===== src/sysctl_pkg.sv =====
// constants for the reset sequencer and peripheral power gating block
// assumes a 50 MHz system clock and a 32-bit register bus with byte addresses
`default_nettype none

package sysctl_pkg;

    // system clock
    localparam int          CLK_MHZ          = 50;

    // register byte addresses
    localparam logic [7:0]  ADDR_GATE        = 8'h64;
    localparam logic [7:0]  ADDR_STATUS      = 8'h68;

    // peripheral_power_gate layout
    localparam logic [7:0]  GATE_RESET       = 8'h00;
    localparam logic [7:0]  GATE_WRITE_MASK  = 8'hEF;
    localparam int          BIT_TWO_WIRE     = 7;
    localparam int          BIT_TIMER2       = 6;
    localparam int          BIT_TIMER0       = 5;
    localparam int          BIT_RESERVED     = 4;
    localparam int          BIT_TIMER1       = 3;
    localparam int          BIT_SERIAL       = 2;
    localparam int          BIT_UART0        = 1;
    localparam int          BIT_CONVERTER    = 0;

    // status register layout
    localparam int          STAT_BANDGAP     = 0;
    localparam int          STAT_BROWNOUT    = 1;
    localparam int          STAT_T2_STOPPED  = 2;
    localparam int          STAT_ADC_FAULT   = 3;

    // bus responses
    localparam logic [1:0]  RESP_OKAY        = 2'h0;
    localparam logic [1:0]  RESP_SLVERR      = 2'h2;

    // fuse encodings: all ones means unprogrammed
    localparam logic [2:0]  BOD_FUSE_OFF     = 3'h7;

    // delay counter: base time-out, doubled per step of the fuse index
    localparam int          TOUT_BASE_US     = 64;
    localparam int          TOUT_BASE_CYCLES = TOUT_BASE_US * CLK_MHZ;
    localparam int          COUNT_W          = 20;

    // sequencer states
    typedef enum logic [1:0] {
        SEQ_HOLD,
        SEQ_COUNT,
        SEQ_RUN
    } seq_state_t;

endpackage

`default_nettype wire


===== src/sync_two_ff.sv =====
// two flip-flop synchroniser, also usable as a reset release synchroniser
// assumes d is static or slow compared with clk
`default_nettype none

module sync_two_ff #(
    parameter int         WIDTH     = 1,
    parameter logic       RESET_VAL = 1'b0
) (
    // clock and reset
    input  wire logic              clk,
    input  wire logic              arst_n,
    // data
    input  wire logic [WIDTH-1:0]  d,
    output logic      [WIDTH-1:0]  q
);

    logic [WIDTH-1:0] meta_r;

    // first stage feeds only the second
    always_ff @(posedge clk or negedge arst_n) begin
        if (!arst_n) begin
            meta_r <= {WIDTH{RESET_VAL}};
            q      <= {WIDTH{RESET_VAL}};
        end else begin
            meta_r <= d;
            q      <= meta_r;
        end
    end

endmodule

`default_nettype wire


===== src/reset_stretch.sv =====
// delay counter that stretches the internal reset after all sources go quiet
// assumes hold_n is the raw asynchronous combination of reset sources
`default_nettype none

module reset_stretch #(
    parameter int COUNT_W = 20
) (
    // clock and asynchronous hold
    input  wire logic               clk,
    input  wire logic               hold_n,
    // synchronous restart pulse and selected delay
    input  wire logic               restart,
    input  wire logic [COUNT_W-1:0] delay_cycles,
    // results
    output logic                    sys_reset_active,
    output logic                    run_start
);

    logic                         released;
    sysctl_pkg::seq_state_t       state_r;
    sysctl_pkg::seq_state_t       state_nxt;
    logic [COUNT_W-1:0]           count_r;
    logic [COUNT_W-1:0]           count_nxt;
    logic                         start_nxt;

    // release is synchronised, assertion stays asynchronous
    sync_two_ff #(.WIDTH(1), .RESET_VAL(1'b0)) u_release (
        .clk    (clk),
        .arst_n (hold_n),
        .d      (1'b1),
        .q      (released)
    );

    // sequencer next state
    always_comb begin
        state_nxt = state_r;
        count_nxt = count_r;
        start_nxt = 1'b0;
        case (state_r)
            sysctl_pkg::SEQ_HOLD: begin
                if (released) begin
                    state_nxt = sysctl_pkg::SEQ_COUNT;
                    count_nxt = '0;
                end
            end
            sysctl_pkg::SEQ_COUNT: begin
                if (restart) begin
                    count_nxt = '0;
                end else if (count_r >= delay_cycles - COUNT_W'(1)) begin
                    state_nxt = sysctl_pkg::SEQ_RUN;
                    start_nxt = 1'b1;
                end else begin
                    count_nxt = count_r + COUNT_W'(1);
                end
            end
            sysctl_pkg::SEQ_RUN: begin
                // watchdog pulse: counting begins once it has fallen
                if (restart) begin
                    state_nxt = sysctl_pkg::SEQ_COUNT;
                    count_nxt = '0;
                end
            end
            default: begin
                state_nxt = sysctl_pkg::SEQ_HOLD;
                count_nxt = '0;
            end
        endcase
    end

    always_ff @(posedge clk or negedge hold_n) begin
        if (!hold_n) begin
            state_r   <= sysctl_pkg::SEQ_HOLD;
            count_r   <= '0;
            run_start <= 1'b0;
        end else begin
            state_r   <= state_nxt;
            count_r   <= count_nxt;
            run_start <= start_nxt;
        end
    end

    // reset stands at once on the pulse, lifts only from the run state
    assign sys_reset_active = (state_r != sysctl_pkg::SEQ_RUN) || restart;

endmodule

`default_nettype wire


===== src/sysctl_top.sv =====
// reset combination, delay stretching, bandgap control and clock gating
// assumes an AXI4-Lite master on clk, analog detectors as raw levels
// How it works
// - two-wire gate bit stops its clock
// - timer2 gate acts only when synchronous
// - timer0 and timer1 gates freeze, resume
// - reserved bit four always reads zero
// - serial and uart gates stop clocks
// - converter gate blocks comparator mux path
// - reset restores registers, starts at vector
// - ports reset at once without clock; the watchdog pulse leaves io_port_reset low
// - fuse-selected delay stretches internal reset
// - four reset sources combined into one
// - watchdog resets only in reset mode
// - watchdog gives one-cycle pulse, then delay
// - power-on drop resets at once
// - long pin low resets without clock
// - pin rise released through delay counter
// - pin disable fuse ignores external pin
// - brown-out resets at once, delayed release
// - level fuses select, enable brown-out
// - bandgap on only when something needs it
//
// Our own choice: the AXI4-Lite interface to the registers.
`default_nettype none

module sysctl_top #(
    parameter int TOUT_BASE_CYCLES = sysctl_pkg::TOUT_BASE_CYCLES
) (
    // clock and power-on style reset
    input  wire logic        clk,
    input  wire logic        resetn,
    // AXI4-Lite write channels
    input  wire logic [7:0]  awaddr,
    input  wire logic        awvalid,
    output logic             awready,
    input  wire logic [31:0] wdata,
    input  wire logic [3:0]  wstrb,
    input  wire logic        wvalid,
    output logic             wready,
    output logic [1:0]       bresp,
    output logic             bvalid,
    input  wire logic        bready,
    // AXI4-Lite read channels
    input  wire logic [7:0]  araddr,
    input  wire logic        arvalid,
    output logic             arready,
    output logic [31:0]      rdata,
    output logic [1:0]       rresp,
    output logic             rvalid,
    input  wire logic        rready,
    // raw reset sources
    input  wire logic        por_active,
    input  wire logic        reset_pin_n,
    input  wire logic        bod_below,
    input  wire logic        wdt_expire,
    input  wire logic        wdt_reset_mode_en,
    // fuses
    input  wire logic [1:0]  startup_time_fuse,
    input  wire logic [3:0]  clock_select_fuse,
    input  wire logic        reset_pin_disable_fuse,
    input  wire logic [2:0]  brownout_level_fuse,
    // peripheral state
    input  wire logic        timer2_async_select,
    input  wire logic        comparator_bandgap_select,
    input  wire logic        adc_enable,
    // reset results
    output logic             io_port_reset,
    output logic             sys_reset_active,
    output logic             run_start,
    // analog control
    output logic             bandgap_on,
    output logic             brownout_enable,
    output logic [2:0]       brownout_trigger_level,
    // peripheral clock enables
    output logic             two_wire_clk_en,
    output logic             timer2_clk_en,
    output logic             timer0_clk_en,
    output logic             timer1_clk_en,
    output logic             spi_clk_en,
    output logic             uart0_clk_en,
    output logic             adc_clk_en,
    output logic             comparator_mux_allow
);

    localparam int CW = sysctl_pkg::COUNT_W;

    logic             ext_active;
    logic             bod_active;
    logic             hold_n;
    logic [2:0]       fuse_sync;
    logic [2:0]       delay_idx;
    logic [CW-1:0]    delay_sel;
    logic             wdt_pulse_r;
    logic             wdt_pulse_nxt;
    logic             aw_held_r;
    logic             aw_held_nxt;
    logic [7:0]       awaddr_r;
    logic [7:0]       awaddr_nxt;
    logic             w_held_r;
    logic             w_held_nxt;
    logic [7:0]       wbyte_r;
    logic [7:0]       wbyte_nxt;
    logic             wlane_r;
    logic             wlane_nxt;
    logic             bvalid_r;
    logic             bvalid_nxt;
    logic [1:0]       bresp_r;
    logic [1:0]       bresp_nxt;
    logic             rvalid_r;
    logic             rvalid_nxt;
    logic [31:0]      rdata_r;
    logic [31:0]      rdata_nxt;
    logic [1:0]       rresp_r;
    logic [1:0]       rresp_nxt;
    logic [7:0]       gate_r;
    logic [7:0]       gate_nxt;
    logic             adc_fault_r;
    logic             adc_fault_nxt;
    logic             do_write;
    logic             fault_clear;
    logic [7:0]       status_view;

    assign ext_active = !reset_pin_n && !reset_pin_disable_fuse;

    assign brownout_enable        = (brownout_level_fuse != sysctl_pkg::BOD_FUSE_OFF);
    assign brownout_trigger_level = brownout_level_fuse;
    assign bod_active = bod_below && brownout_enable;

    // clockless pin reset
    // asynchronous path on purpose: must act with no clock running
    assign hold_n = resetn && !por_active && !ext_active && !bod_active;

    assign io_port_reset = !hold_n;

    // fuses are static but come from another domain
    sync_two_ff #(.WIDTH(3), .RESET_VAL(1'b0)) u_fuse_sync (
        .clk    (clk),
        .arst_n (resetn),
        .d      ({clock_select_fuse[0], startup_time_fuse}),
        .q      (fuse_sync)
    );

    // fuse-selected delay
    // each index step doubles the base time-out
    assign delay_idx = {fuse_sync[2], fuse_sync[1:0]};
    assign delay_sel = CW'(TOUT_BASE_CYCLES) << delay_idx;

    always_comb begin
        wdt_pulse_nxt = wdt_expire && wdt_reset_mode_en && !wdt_pulse_r;
    end

    always_ff @(posedge clk or negedge hold_n) begin
        if (!hold_n) begin
            wdt_pulse_r <= 1'b0;
        end else begin
            wdt_pulse_r <= wdt_pulse_nxt;
        end
    end

    reset_stretch #(.COUNT_W(CW)) u_stretch (
        .clk              (clk),
        .hold_n           (hold_n),
        .restart          (wdt_pulse_r),
        .delay_cycles     (delay_sel),
        .sys_reset_active (sys_reset_active),
        .run_start        (run_start)
    );

    // bus handshakes: one write and one read outstanding
    assign awready  = !aw_held_r && !bvalid_r;
    assign wready   = !w_held_r && !bvalid_r;
    assign arready  = !rvalid_r;
    assign do_write = aw_held_r && w_held_r;
    assign bvalid   = bvalid_r;
    assign bresp    = bresp_r;
    assign rvalid   = rvalid_r;
    assign rdata    = rdata_r;
    assign rresp    = rresp_r;

    assign bandgap_on = brownout_enable || comparator_bandgap_select || adc_enable;

    assign status_view = {4'h0, adc_fault_r, !timer2_clk_en, brownout_enable, bandgap_on};

    // bus, gate and fault next values
    always_comb begin
        aw_held_nxt   = aw_held_r;
        awaddr_nxt    = awaddr_r;
        w_held_nxt    = w_held_r;
        wbyte_nxt     = wbyte_r;
        wlane_nxt     = wlane_r;
        bvalid_nxt    = bvalid_r;
        bresp_nxt     = bresp_r;
        rvalid_nxt    = rvalid_r;
        rdata_nxt     = rdata_r;
        rresp_nxt     = rresp_r;
        gate_nxt      = gate_r;
        fault_clear   = 1'b0;
        if (awvalid && awready) begin
            aw_held_nxt = 1'b1;
            awaddr_nxt  = awaddr;
        end
        if (wvalid && wready) begin
            w_held_nxt = 1'b1;
            wbyte_nxt  = wdata[7:0];
            wlane_nxt  = wstrb[0];
        end
        if (bvalid_r && bready) begin
            bvalid_nxt = 1'b0;
        end
        if (do_write) begin
            aw_held_nxt = 1'b0;
            w_held_nxt  = 1'b0;
            bvalid_nxt  = 1'b1;
            bresp_nxt   = sysctl_pkg::RESP_OKAY;
            if (awaddr_r == sysctl_pkg::ADDR_GATE) begin
                if (wlane_r) begin
                    gate_nxt = wbyte_r & sysctl_pkg::GATE_WRITE_MASK;
                end
            end else if (awaddr_r == sysctl_pkg::ADDR_STATUS) begin
                fault_clear = wlane_r && wbyte_r[sysctl_pkg::STAT_ADC_FAULT];
            end else begin
                bresp_nxt = sysctl_pkg::RESP_SLVERR;
            end
        end
        if (rvalid_r && rready) begin
            rvalid_nxt = 1'b0;
        end
        if (arvalid && arready) begin
            rvalid_nxt = 1'b1;
            rresp_nxt  = sysctl_pkg::RESP_OKAY;
            if (araddr == sysctl_pkg::ADDR_GATE) begin
                rdata_nxt = {24'h000000, gate_r & sysctl_pkg::GATE_WRITE_MASK};
            end else if (araddr == sysctl_pkg::ADDR_STATUS) begin
                rdata_nxt = {24'h000000, status_view};
            end else begin
                rdata_nxt = 32'h00000000;
                rresp_nxt = sysctl_pkg::RESP_SLVERR;
            end
        end
        if (sys_reset_active) begin
            gate_nxt = sysctl_pkg::GATE_RESET;
        end
        // gating an active converter
        // set wins over a same-cycle clear
        adc_fault_nxt = (adc_fault_r && !fault_clear) ||
                        (adc_enable && gate_r[sysctl_pkg::BIT_CONVERTER]);
        if (sys_reset_active) begin
            adc_fault_nxt = 1'b0;
        end
    end

    always_ff @(posedge clk or negedge resetn) begin
        if (!resetn) begin
            aw_held_r   <= 1'b0;
            awaddr_r    <= 8'h00;
            w_held_r    <= 1'b0;
            wbyte_r     <= 8'h00;
            wlane_r     <= 1'b0;
            bvalid_r    <= 1'b0;
            bresp_r     <= sysctl_pkg::RESP_OKAY;
            rvalid_r    <= 1'b0;
            rdata_r     <= 32'h00000000;
            rresp_r     <= sysctl_pkg::RESP_OKAY;
            gate_r      <= sysctl_pkg::GATE_RESET;
            adc_fault_r <= 1'b0;
        end else begin
            aw_held_r   <= aw_held_nxt;
            awaddr_r    <= awaddr_nxt;
            w_held_r    <= w_held_nxt;
            wbyte_r     <= wbyte_nxt;
            wlane_r     <= wlane_nxt;
            bvalid_r    <= bvalid_nxt;
            bresp_r     <= bresp_nxt;
            rvalid_r    <= rvalid_nxt;
            rdata_r     <= rdata_nxt;
            rresp_r     <= rresp_nxt;
            gate_r      <= gate_nxt;
            adc_fault_r <= adc_fault_nxt;
        end
    end

    assign two_wire_clk_en = !gate_r[sysctl_pkg::BIT_TWO_WIRE];
    // synchronous timer2 only
    // an asynchronous timer2 keeps its own clock, so the gate has no hold
    assign timer2_clk_en = !(gate_r[sysctl_pkg::BIT_TIMER2] && !timer2_async_select);
    // freeze and resume
    // enables only stall the timers, their state is kept intact
    assign timer0_clk_en = !gate_r[sysctl_pkg::BIT_TIMER0];
    assign timer1_clk_en = !gate_r[sysctl_pkg::BIT_TIMER1];
    // debug use of the serial gate is left to software
    assign spi_clk_en    = !gate_r[sysctl_pkg::BIT_SERIAL];
    assign uart0_clk_en  = !gate_r[sysctl_pkg::BIT_UART0];
    assign adc_clk_en           = !gate_r[sysctl_pkg::BIT_CONVERTER];
    assign comparator_mux_allow = !gate_r[sysctl_pkg::BIT_CONVERTER];
endmodule

`default_nettype wire


===== config.mk =====
export PLATFORM = sky130hd
export DESIGN_NAME = sysctl_top
export DESIGN_NICKNAME = d
export VERILOG_FILES = /design/src/sysctl_pkg.sv /design/src/sync_two_ff.sv /design/src/reset_stretch.sv /design/src/sysctl_top.sv
export SDC_FILE = /design/constraint.sdc
export NUM_CORES = 1
export LEC_CHECK = 0
export ABC_CLOCK_PERIOD_IN_PS = 3850
export BUFFER_PORTS_ARGS = -buffer_cell sky130_fd_sc_hd__buf_2
export CAP_MARGIN = 0
export CORE_ASPECT_RATIO = 1.25
export CORE_MARGIN = 2
export CORE_UTILIZATION = 37
export DETAILED_ROUTE_END_ITERATION = 8
export SLEW_MARGIN = 0
export SYNTH_ARGS = -nofsm -noshare
export SYNTH_HDL_FRONTEND = slang
export SYNTH_HIERARCHICAL = 1
export SYNTH_SLANG_ARGS = --single-unit

===== constraint.sdc =====
create_clock -name clk -period 3.85 [get_ports clk]
set_clock_uncertainty 0.1 [all_clocks]
set_input_delay 0.1925 -clock clk [delete_from_list [all_inputs] [get_ports clk]]
set_output_delay 0.1925 -clock clk [all_outputs]
set_load 0.005 [all_outputs]

==> impl_metrics.yaml, run 1 <==
routing:
  route.met3.wl_um: 464
  drc_errors: 0
  wl_met1_mm: 4.290
  wl_per_cell_um: 13.74
  dr_total_vias: 3887
  wl_met2_mm: 5.784
  firstDrtPassIters: 4
  drt_iter0_drc: 195
  viasPerCell: 4.996
  highest_layer: "met4"
  wl_mm: 10.69
  final_antenna_net_count: 0
clocking:
  clk_latency_ns: 0.33
  clock_path_buffers: 2
  cts_root_buffer: "clkbuf_16"
  cts_buffers: 9
  clk_pin_slew_ns: 0.06
  cts.sinks: 69
  cts_tree: "yes"
  h-tree-depth: 3
critical_path:
  crit_type: "flip-flop to flip-flop"
  reg2reg_depth: 15
  startpoint: "u_fuse_sync/q[1]"
  rr_startpoint: "u_fuse_sync/q[1]"
  worstPathArrival_ns: 3.95
  critical_path_peak_fanout: 22
  cp.required_ns: 4.02
  worstSetupStartpointType: "flip-flop"
  endpoint_kind: "flip-flop"
pwr:
  p_per_area_nw_per_um2: 438.1
  total_leakage_power_nw: 2.671
  vdd_drop_max_mv: 0.3463
global_route:
  grt_max_degree: 44
  grt_pass1_wl_mm: 17.51
  gr-total-overflow: 0
  grt_pass1_vias: 3847
  antenna_found_initial: 0
  grt_use_total_pct: 16.74
synthesis:
  ys_ff_latch: 69
  synthArstFlopShare_pct: 100.0
  seq_area_frac_synth_pct: 38.63
  yosysWarnings: 6
  synth_top_area_share_pct: 38.63
  ys_types: 59
  synth_area_leader_cell: "dfrtp_1"
  synthTopCellsByArea: "dfrtp_1, ha_1, buf_4"
  syn_area_um2: 4469
  yosysMostFrequentCell: "dfrtp_1"
  synth-edff-count: 0
  synth_common_cells: "dfrtp_1, nand2_1, buf_4"
  synth.avg_cell_area_um2: 9.449
  syn_inst: 473
  ys.flop_type: "dfrtp_1"
sta:
  setup_viol: 0
  finalMaxSlewViolations: 0
  final-hold-violation-count: 0
  fmax_ghz: 0.2646
  maxSlewHeadroom_pct: 46.71
  rsz0062_at_grt: "true"
  period_needed_ns: 3.779
  holdWs_ns: 0.009510
  worst_pin_slew_ns: 0.7920
  finalCritPeriodShare_pct: 98.15
  setup_tns_ns: 0
floorplan:
  die_width_um: 102.3
  die-area_um2: 12980
  ios: 134
  num_rows: 44
  core_area_um2: 11730
  initial_core_util_pct: 38.11
  die_height_um: 126.9
layout:
  insertedDiodeCount: 0
  area_growth_syn_to_layout_pct: 30.71
  fillers: 1092
  drive_gt1_share_pct: 27.23
  fin_area_um2: 5842
  fin_util_pct: 49.82
  nets: 715
placed_design:
  dp_hpwl_mm: 7.408
  gp_congestion: 0.7524
  port_buffers: 75
  postPlaceCellArea_um2: 5067
min_path:
  min_from: "awaddr[2]"
  hold_class: "primary input to flip-flop"
  whs_path_depth: 2
outcome:
  status: "completed"
run:
  cap_violations: 0
## report_power, final
group	leakage, nW	internal (mW)	total (mW)	switching, mW
Clock	0.152	0.569	0.898	0.329
Combinational	1.63	0.318	0.651	0.333
Sequential	0.886	0.876	1.01	0.134
## final timing paths
kind	endpoint	slack, ns
setup / recovery	u_stretch/count_r[11]	0.07
setup reg to reg	u_stretch/count_r[11]	0.07
hold / removal	awaddr_r[2]	0.01
max in group asynchronous	u_stretch/count_r[19]	2.27
min in group asynchronous	bvalid	0.47
hold reg to reg	u_fuse_sync/q[2]	0.25
## cells in the final DEF (no fill, tap or decap), types with 10 or more instances in the layout
| master | Yosys | layout |
|---|---|---|
| o21ai_0 | 13 | 12 |
| nand2_1 | 47 | 45 |
| dfrtp_1 | 69 | 68 |
| buf_2 | 1 | 76 |
| buf_4 | 31 | 21 |
| inv_1 | 24 | 22 |
| nand2b_1 | 19 | 19 |
| xnor2_1 | 14 | 13 |
| mux2_2 | 19 | 18 |
| nand4_1 | 10 | 10 |
| nand3_1 | 22 | 20 |
| dlygate4sd3_1 | 0 | 24 |
| conb_1 | 2 | 52 |
| nor2_1 | 23 | 22 |
| ha_1 | 26 | 25 |
## per-layer routing
layer	up-vias	GRT usage, %
met5	-	0
li1	1889	-
met4	0	5.255
met1	1876	19.33
met2	108	30.96
met3	14	2.755
## cell families (layout without fill, tap and decap cells)
logic type      after synthesis  after routing  share of synthesized area, %
flops                        69             69                         38.63
buf+inv                      69            163                         8.427
other cells                   2             52                        0.1680
simple gates                198            198                         24.78
compound gates               63             63                         10.41
xor+xnor                     19             19                         3.723
fa+ha+maj                    26             26                         7.279
mux                          27             27                         6.579
## layout make-up
| class | instances | area [um^2] | area share, % |
|---|---|---|---|
| Timing Repair Buffer | 123 | 800.8 | 13.71 |
| Sequential cell | 69 | 1728 | 29.58 |
| Tap cell | 161 | 201.4 | 3.448 |
| Clock buffer | 9 | 225.2 | 3.855 |
| Clock inverter | 7 | 97.59 | 1.671 |
| Multi-Input combinational cell | 385 | 2699 | 46.20 |
| Inverter | 24 | 90.09 | 1.542 |
## stage by stage
stage          setup WS, ns  total power, mW  instances
3_5_place_dp       -0.02837            1.619        730
4_1_cts            0.003349            2.546        770
6_report            0.07124            2.560        778
5_1_grt             -0.1317            2.710        778
3_3_place_gp        0.02717            1.586        730
2_1_floorplan        0.1771            1.447        523
## worst max-delay path, stage by stage (launching register included)
cell      delay (ns)
dfrtp_1         0.39
inv_2           0.11
ha_4            0.22
mux2_4          0.29
nor4_4          0.31
nand2_2         0.15
nor3_1          0.21
xnor2_1         0.15
ha_1            0.29
nand4_1         0.13
nor2_2          0.06
a221oi_4        0.26
o211ai_1        0.21
buf_6           0.22
or4_4           0.51
nand3_1         0.09
## registers in the layout, summed over array words and instances (netlist names)
register                    cells
u_fuse_sync/meta_r              3
awaddr_r                        8
w_held_r                        1
adc_fault_r                     1
rvalid                          1
wlane_r                         1
u_stretch/run_start             1
rresp                           1
gate_r                          7
u_stretch/state_r               2
bresp                           1
wbyte_r                         7
wdt_pulse_r                     1
u_fuse_sync/q                   3
bvalid                          1
u_stretch/u_release/meta_r      1
u_stretch/count_r              20
aw_held_r                       1
u_stretch/u_release/q           1
rdata                           7
## what timing repair did
item | CTS | global route
pin swaps | 0 | 14
setup endpoints to repair | 7 | 21
gates resized for setup | 2 | 38
hold buffers | 24 | 0
endpoints found under the hold margin | 89 | 0
gates cloned | 0 | 1
setup buffers | 0 | 8
Power figures use the tool's default switching activity.
==> run 2, diff against run 1 <==
- ABC_CLOCK_PERIOD_IN_PS: 3850 -> 4200
- clock period: 3.85 -> 4.2 ns (I/O delays scaled with it)
==> impl_metrics.yaml, run 2 (same netlist as run 1, synthesis figures left out) <==
placed_design:
  dp_hpwl_mm: 7.356
  postPlaceCellArea_um2: 5012
  gp_congestion: 0.7833
  port_buffers: 75
min_path:
  holdPathEnd: "awaddr_r[3]"
  hold_class: "primary input to flip-flop"
  min_from: "awaddr[3]"
  whs_path_depth: 2
floorplan:
  die_height_um: 126.9
  ios: 134
  die-area_um2: 12980
  die_width_um: 102.3
  num_rows: 44
  core_area_um2: 11730
  initial_core_util_pct: 38.11
critical_path:
  rr_startpoint: "u_fuse_sync/q[1]"
  r2r_slack_ns: 0.28
  worstPathArrival_ns: 4.09
  critical_path_peak_fanout: 38
  cp.required_ns: 4.37
  crit_type: "flip-flop to flip-flop"
  reg2reg_depth: 14
  startpoint: "u_fuse_sync/q[1]"
  worstSetupStartpointType: "flip-flop"
  endpoint_kind: "flip-flop"
  r2r-end: "u_stretch/count_r[19]"
layout:
  insertedDiodeCount: 0
  final_common_cell: "buf_2"
  reg_top3: "u_stretch/count_r x20, awaddr_r x8"
  largest_reg_flops: 20
  drive_gt1_share_pct: 21.81
  nets: 685
  fin_area_um2: 5483
  fillers: 1109
  largest_register: "u_stretch/count_r"
  layout_common_cells: "buf_2, dfrtp_1, conb_1"
  area_growth_syn_to_layout_pct: 22.68
sta:
  setup_viol: 0
  finalMaxSlewViolations: 0
  holdWs_ns: 0.008433
  worst_pin_slew_ns: 0.9638
  finalCritPeriodShare_pct: 93.33
  period_needed_ns: 3.920
  maxSlewHeadroom_pct: 35.75
  final-hold-violation-count: 0
  fmax_ghz: 0.2551
routing:
  drc_errors: 0
  final_antenna_net_count: 0
  drt_iter0_drc: 153
  wl_per_cell_um: 13.20
  viasPerCell: 4.975
  dr_total_vias: 3721
  wl_mm: 9.873
  firstDrtPassIters: 4
pwr:
  switching_share_pct: 30.74
  pwr-share-comb_pct: 24.2
  vdd_drop_max_mv: 0.3289
  power.internal_mw: 1.594
  p_per_area_nw_per_um2: 419.7
  switchingPower_mw: 0.7074
  total_leakage_power_nw: 2.496
  clkPwrFrac_pct: 35.6
  p_seq_share_pct: 40.3
clocking:
  h-tree-depth: 3
  cts.sinks: 69
  cts_setup_buffers: 0
  clk_latency_ns: 0.33
  cts_tree: "yes"
  cts_buffers: 9
  clk_pin_slew_ns: 0.06
  clock_path_buffers: 2
  cts_root_buffer: "clkbuf_16"
global_route:
  grt_pass1_wl_mm: 16.63
  antenna_found_initial: 0
  grt_max_degree: 45
  grt_use_total_pct: 16.01
  grt_pass1_vias: 3664
  gr-total-overflow: 0
outcome:
  status: "completed"
run:
  cap_violations: 0
## run 2: per-layer routing
metal  track usage (%)  up-vias  part of all wire [%]
met5                 0        -                     0
met4             5.725        0                   1.9
met3             2.975       19                   4.1
met2             28.99       93                    52
met1             18.52     1776                    42
li1                  -     1833                     -
## run 2: stage by stage
| step | setup WS (ns) | setup TNS (ns) | cells | total power, mW | utilization [%] |
|---|---|---|---|---|---|
| finish | 0.2803 | 0 | 748 | 2.301 | 46.76 |
| global route | -0.007861 | -0.007861 | 748 | 2.446 | 46.76 |
| CTS | 0.1208 | 0 | 748 | 2.312 | 46.44 |
| floorplan | 0.5271 | 0 | 523 | 1.326 | - |
| detailed placement | 0.1239 | 0 | 721 | 1.479 | 42.74 |
| global placement | 0.3099 | 0 | 721 | 1.453 | 42.74 |
## run 2: worst max-delay path by stage
stage	endpoint	cells after the start
3_5_place_dp	u_stretch/count_r[19]	15
2_1_floorplan	u_stretch/count_r[1]	16
3_3_place_gp	u_stretch/count_r[19]	15
4_1_cts	u_stretch/count_r[19]	15
5_1_grt	u_stretch/count_r[19]	15
6_report	u_stretch/count_r[19]	14
## run 2: power by group through the flow
stage / logic (mW) / registers (mW) / clock network [mW]
6_report: 0.557 / 0.926 / 0.818
5_1_grt: 0.632 / 0.950 / 0.864
4_1_cts: 0.552 / 0.927 / 0.833
3_5_place_dp: 0.542 / 0.937 / 0
3_3_place_gp: 0.521 / 0.932 / 0
2_1_floorplan: 0.428 / 0.898 / 0
## run 2: critical path, cell delays in order (launching register included)
cell and delay [ns]:
dfrtp_1 0.40, inv_1 0.10, ha_1 0.33, and2_1 0.18, or4_1 0.60, nor4_4 0.28
xnor2_1 0.10, ha_1 0.30, nand4_1 0.13, nor2_1 0.08, a221oi_2 0.27, o211ai_1 0.17
buf_12 0.21, or4b_1 0.52, nand3_1 0.08
## run 2: final cells by class
cell class	instances	area, um^2	area share, %
sequential	69	1727	31.49
clock buffer	9	225.2	4.108
tap	161	201.4	3.674
timing repair buffer	93	550.5	10.04
multi-input combinational	385	2591	47.26
inverter	24	90.09	1.643
clock inverter	7	97.59	1.780
## run 2: repair_timing
item / in CTS / in global routing
gates resized for setup: 0 / 7
endpoints found under the setup margin: 0 / 20
hold buffers: 11 / 0
hold endpoints to repair: 52 / 0
==> run 3, diff against run 2 <==
- GPL_TIMING_DRIVEN: default -> 0
==> impl_metrics.yaml, run 3 (same netlist as run 1, synthesis figures left out) <==
clocking:
  cts_root_buffer: "clkbuf_16"
  clk_latency_ns: 0.33
  cts_buffers: 9
  h-tree-depth: 3
  cts.sinks: 69
  clock_path_buffers: 2
  cts_tree: "yes"
  clk_pin_slew_ns: 0.06
global_route:
  antenna_found_initial: 0
  grt_use_total_pct: 16.75
  top_usage_layer: "met2"
  grt_pass1_vias: 3913
  met1_usage_pct: 19.12
  met2_usage_pct: 30.53
  use_met3_pct: 2.645
  grt_max_degree: 46
  gr-total-overflow: 0
  grt_pass1_wl_mm: 17.48
sta:
  holdWs_ns: 0.01105
  finalMaxSlewViolations: 0
  rsz0062_at_grt: "false"
  final-hold-violation-count: 0
  setup_tns_ns: 0
  maxSlewHeadroom_pct: 22.89
  period_needed_ns: 3.965
  finalCritPeriodShare_pct: 94.40
  fmax_ghz: 0.2522
  worst_pin_slew_ns: 1.157
  setup_viol: 0
critical_path:
  cp_top_family: "simple AND/OR/NAND/NOR gates"
  cp_num_cells: 14
  path_cells: "inv_1 > ha_1 > and2_1 > or4_1 > nor4_4 > xnor2_1 > ha_1 > nand4_1 > nor2_1 > a221oi_2 > o211ai_1 > buf_2 > or4b_1 > nand3_1"
  crit_buf_inv: 2
  r2r_slack_ns: 0.24
  critical_path_peak_fanout: 19
  crit_type: "flip-flop to flip-flop"
  reg2reg_depth: 14
  worstSetupStartpointType: "flip-flop"
  slowest_delay_ns: 0.60
  crit_top_cell: "ha_1"
  endpoint_kind: "flip-flop"
  slowest_stage: "or4_1"
  worstPathArrival_ns: 4.13
  cp.required_ns: 4.36
layout:
  fillers: 1143
  layout_common_cells: "buf_2, dfrtp_1, conb_1"
  reg_top3: "u_stretch/count_r x20, awaddr_r x8"
  largest_reg_flops: 20
  fin_area_um2: 5698
  nets: 720
  drive_gt1_share_pct: 25.24
  fin_util_pct: 48.59
  area_growth_syn_to_layout_pct: 27.49
  largest_register: "u_stretch/count_r"
  final_common_cell: "buf_2"
  insertedDiodeCount: 0
routing:
  wl_mm: 10.39
  drt_iter0_drc: 157
  viasPerCell: 4.945
  wl_per_cell_um: 13.26
  drc_errors: 0
  dr_total_vias: 3872
  firstDrtPassIters: 4
  final_antenna_net_count: 0
pwr:
  total_leakage_power_nw: 2.650
  vdd_drop_max_mv: 0.3382
  p_per_area_nw_per_um2: 411.7
floorplan:
  die-area_um2: 12980
  die_height_um: 126.9
  die_width_um: 102.3
  ios: 134
  num_rows: 44
  core_area_um2: 11730
  initial_core_util_pct: 38.11
outcome:
  status: "completed"
run:
  cap_violations: 0
placed_design:
  dp_hpwl_mm: 7.838
  port_buffers: 75
  gp_congestion: 0.8397
  postPlaceCellArea_um2: 5234
min_path:
  hold_class: "primary input to flip-flop"
  whs_path_depth: 2
[run 3: changes by cell type in the layout (fill, tap and decap cells not counted), sizes merged]
cell and delta:
clkinvlp -1, clkbuf +12, buf +26, dlygate4sd3 -2
[run 3: routing by layer]
| metal | vias up | wire length (um) |
|---|---|---|
| met5 | - | 0 |
| met4 | 0 | 182 |
| met3 | 16 | 477 |
| met2 | 103 | 5443 |
| met1 | 1846 | 4282 |
| li1 | 1907 | - |
[run 3: final cells by class]
type                            instances  area (um^2)  share of cell area [%]
Tap cell                              161        201.4                   3.535
Multi-Input combinational cell        385         2592                   45.50
Clock inverter                          6        93.84                   1.647
Timing Repair Buffer                   84        465.4                   8.169
Sequential cell                        69         1727                   30.30
Inverter                               24        90.09                   1.581
Buffer                                 44        289.0                   5.072
Clock buffer                           10        239.0                   4.194
[run 3: power breakdown]
| part | switching (mW) | internal (mW) |
|---|---|---|
| sequential | 0.120 | 0.803 |
| combinational | 0.306 | 0.284 |
| clock | 0.293 | 0.540 |
| total | 0.719 | 1.63 |
[run 3: final timing paths]
kind / startpoint / to
min in group asynchronous: reset_pin_n / u_stretch/count_r[17]
min reg2reg: u_fuse_sync/meta_r[0] / u_fuse_sync/q[0]
max: u_fuse_sync/q[1] / u_stretch/count_r[19]
max in group asynchronous: resetn / u_stretch/count_r[10]
max reg2reg: u_fuse_sync/q[1] / u_stretch/count_r[19]
min: awaddr[5] / awaddr_r[5]
[run 3: what timing repair did]
item | 4_1_cts | 5_1_grt
setup endpoints to repair | 18 | 22
hold endpoints to repair | 50 | 0
resized for setup | 3 | 11
buffers inserted | 0 | 0
hold buffers | 9 | 0
cloned | 0 | 0
pin swaps | 0 | 2
[run 3: through the flow]
| step | std cells | power (mW) | worst slack (ns) |
|---|---|---|---|
| after floorplan | 523 | 1.326 | 0.5271 |
| final | 783 | 2.346 | 0.2351 |
| after CTS | 783 | 2.361 | 0.1128 |
| after global placement | 759 | 1.486 | -0.08300 |
| after global routing | 783 | 2.495 | 0.01057 |
| after detailed placement | 759 | 1.511 | -0.2058 |
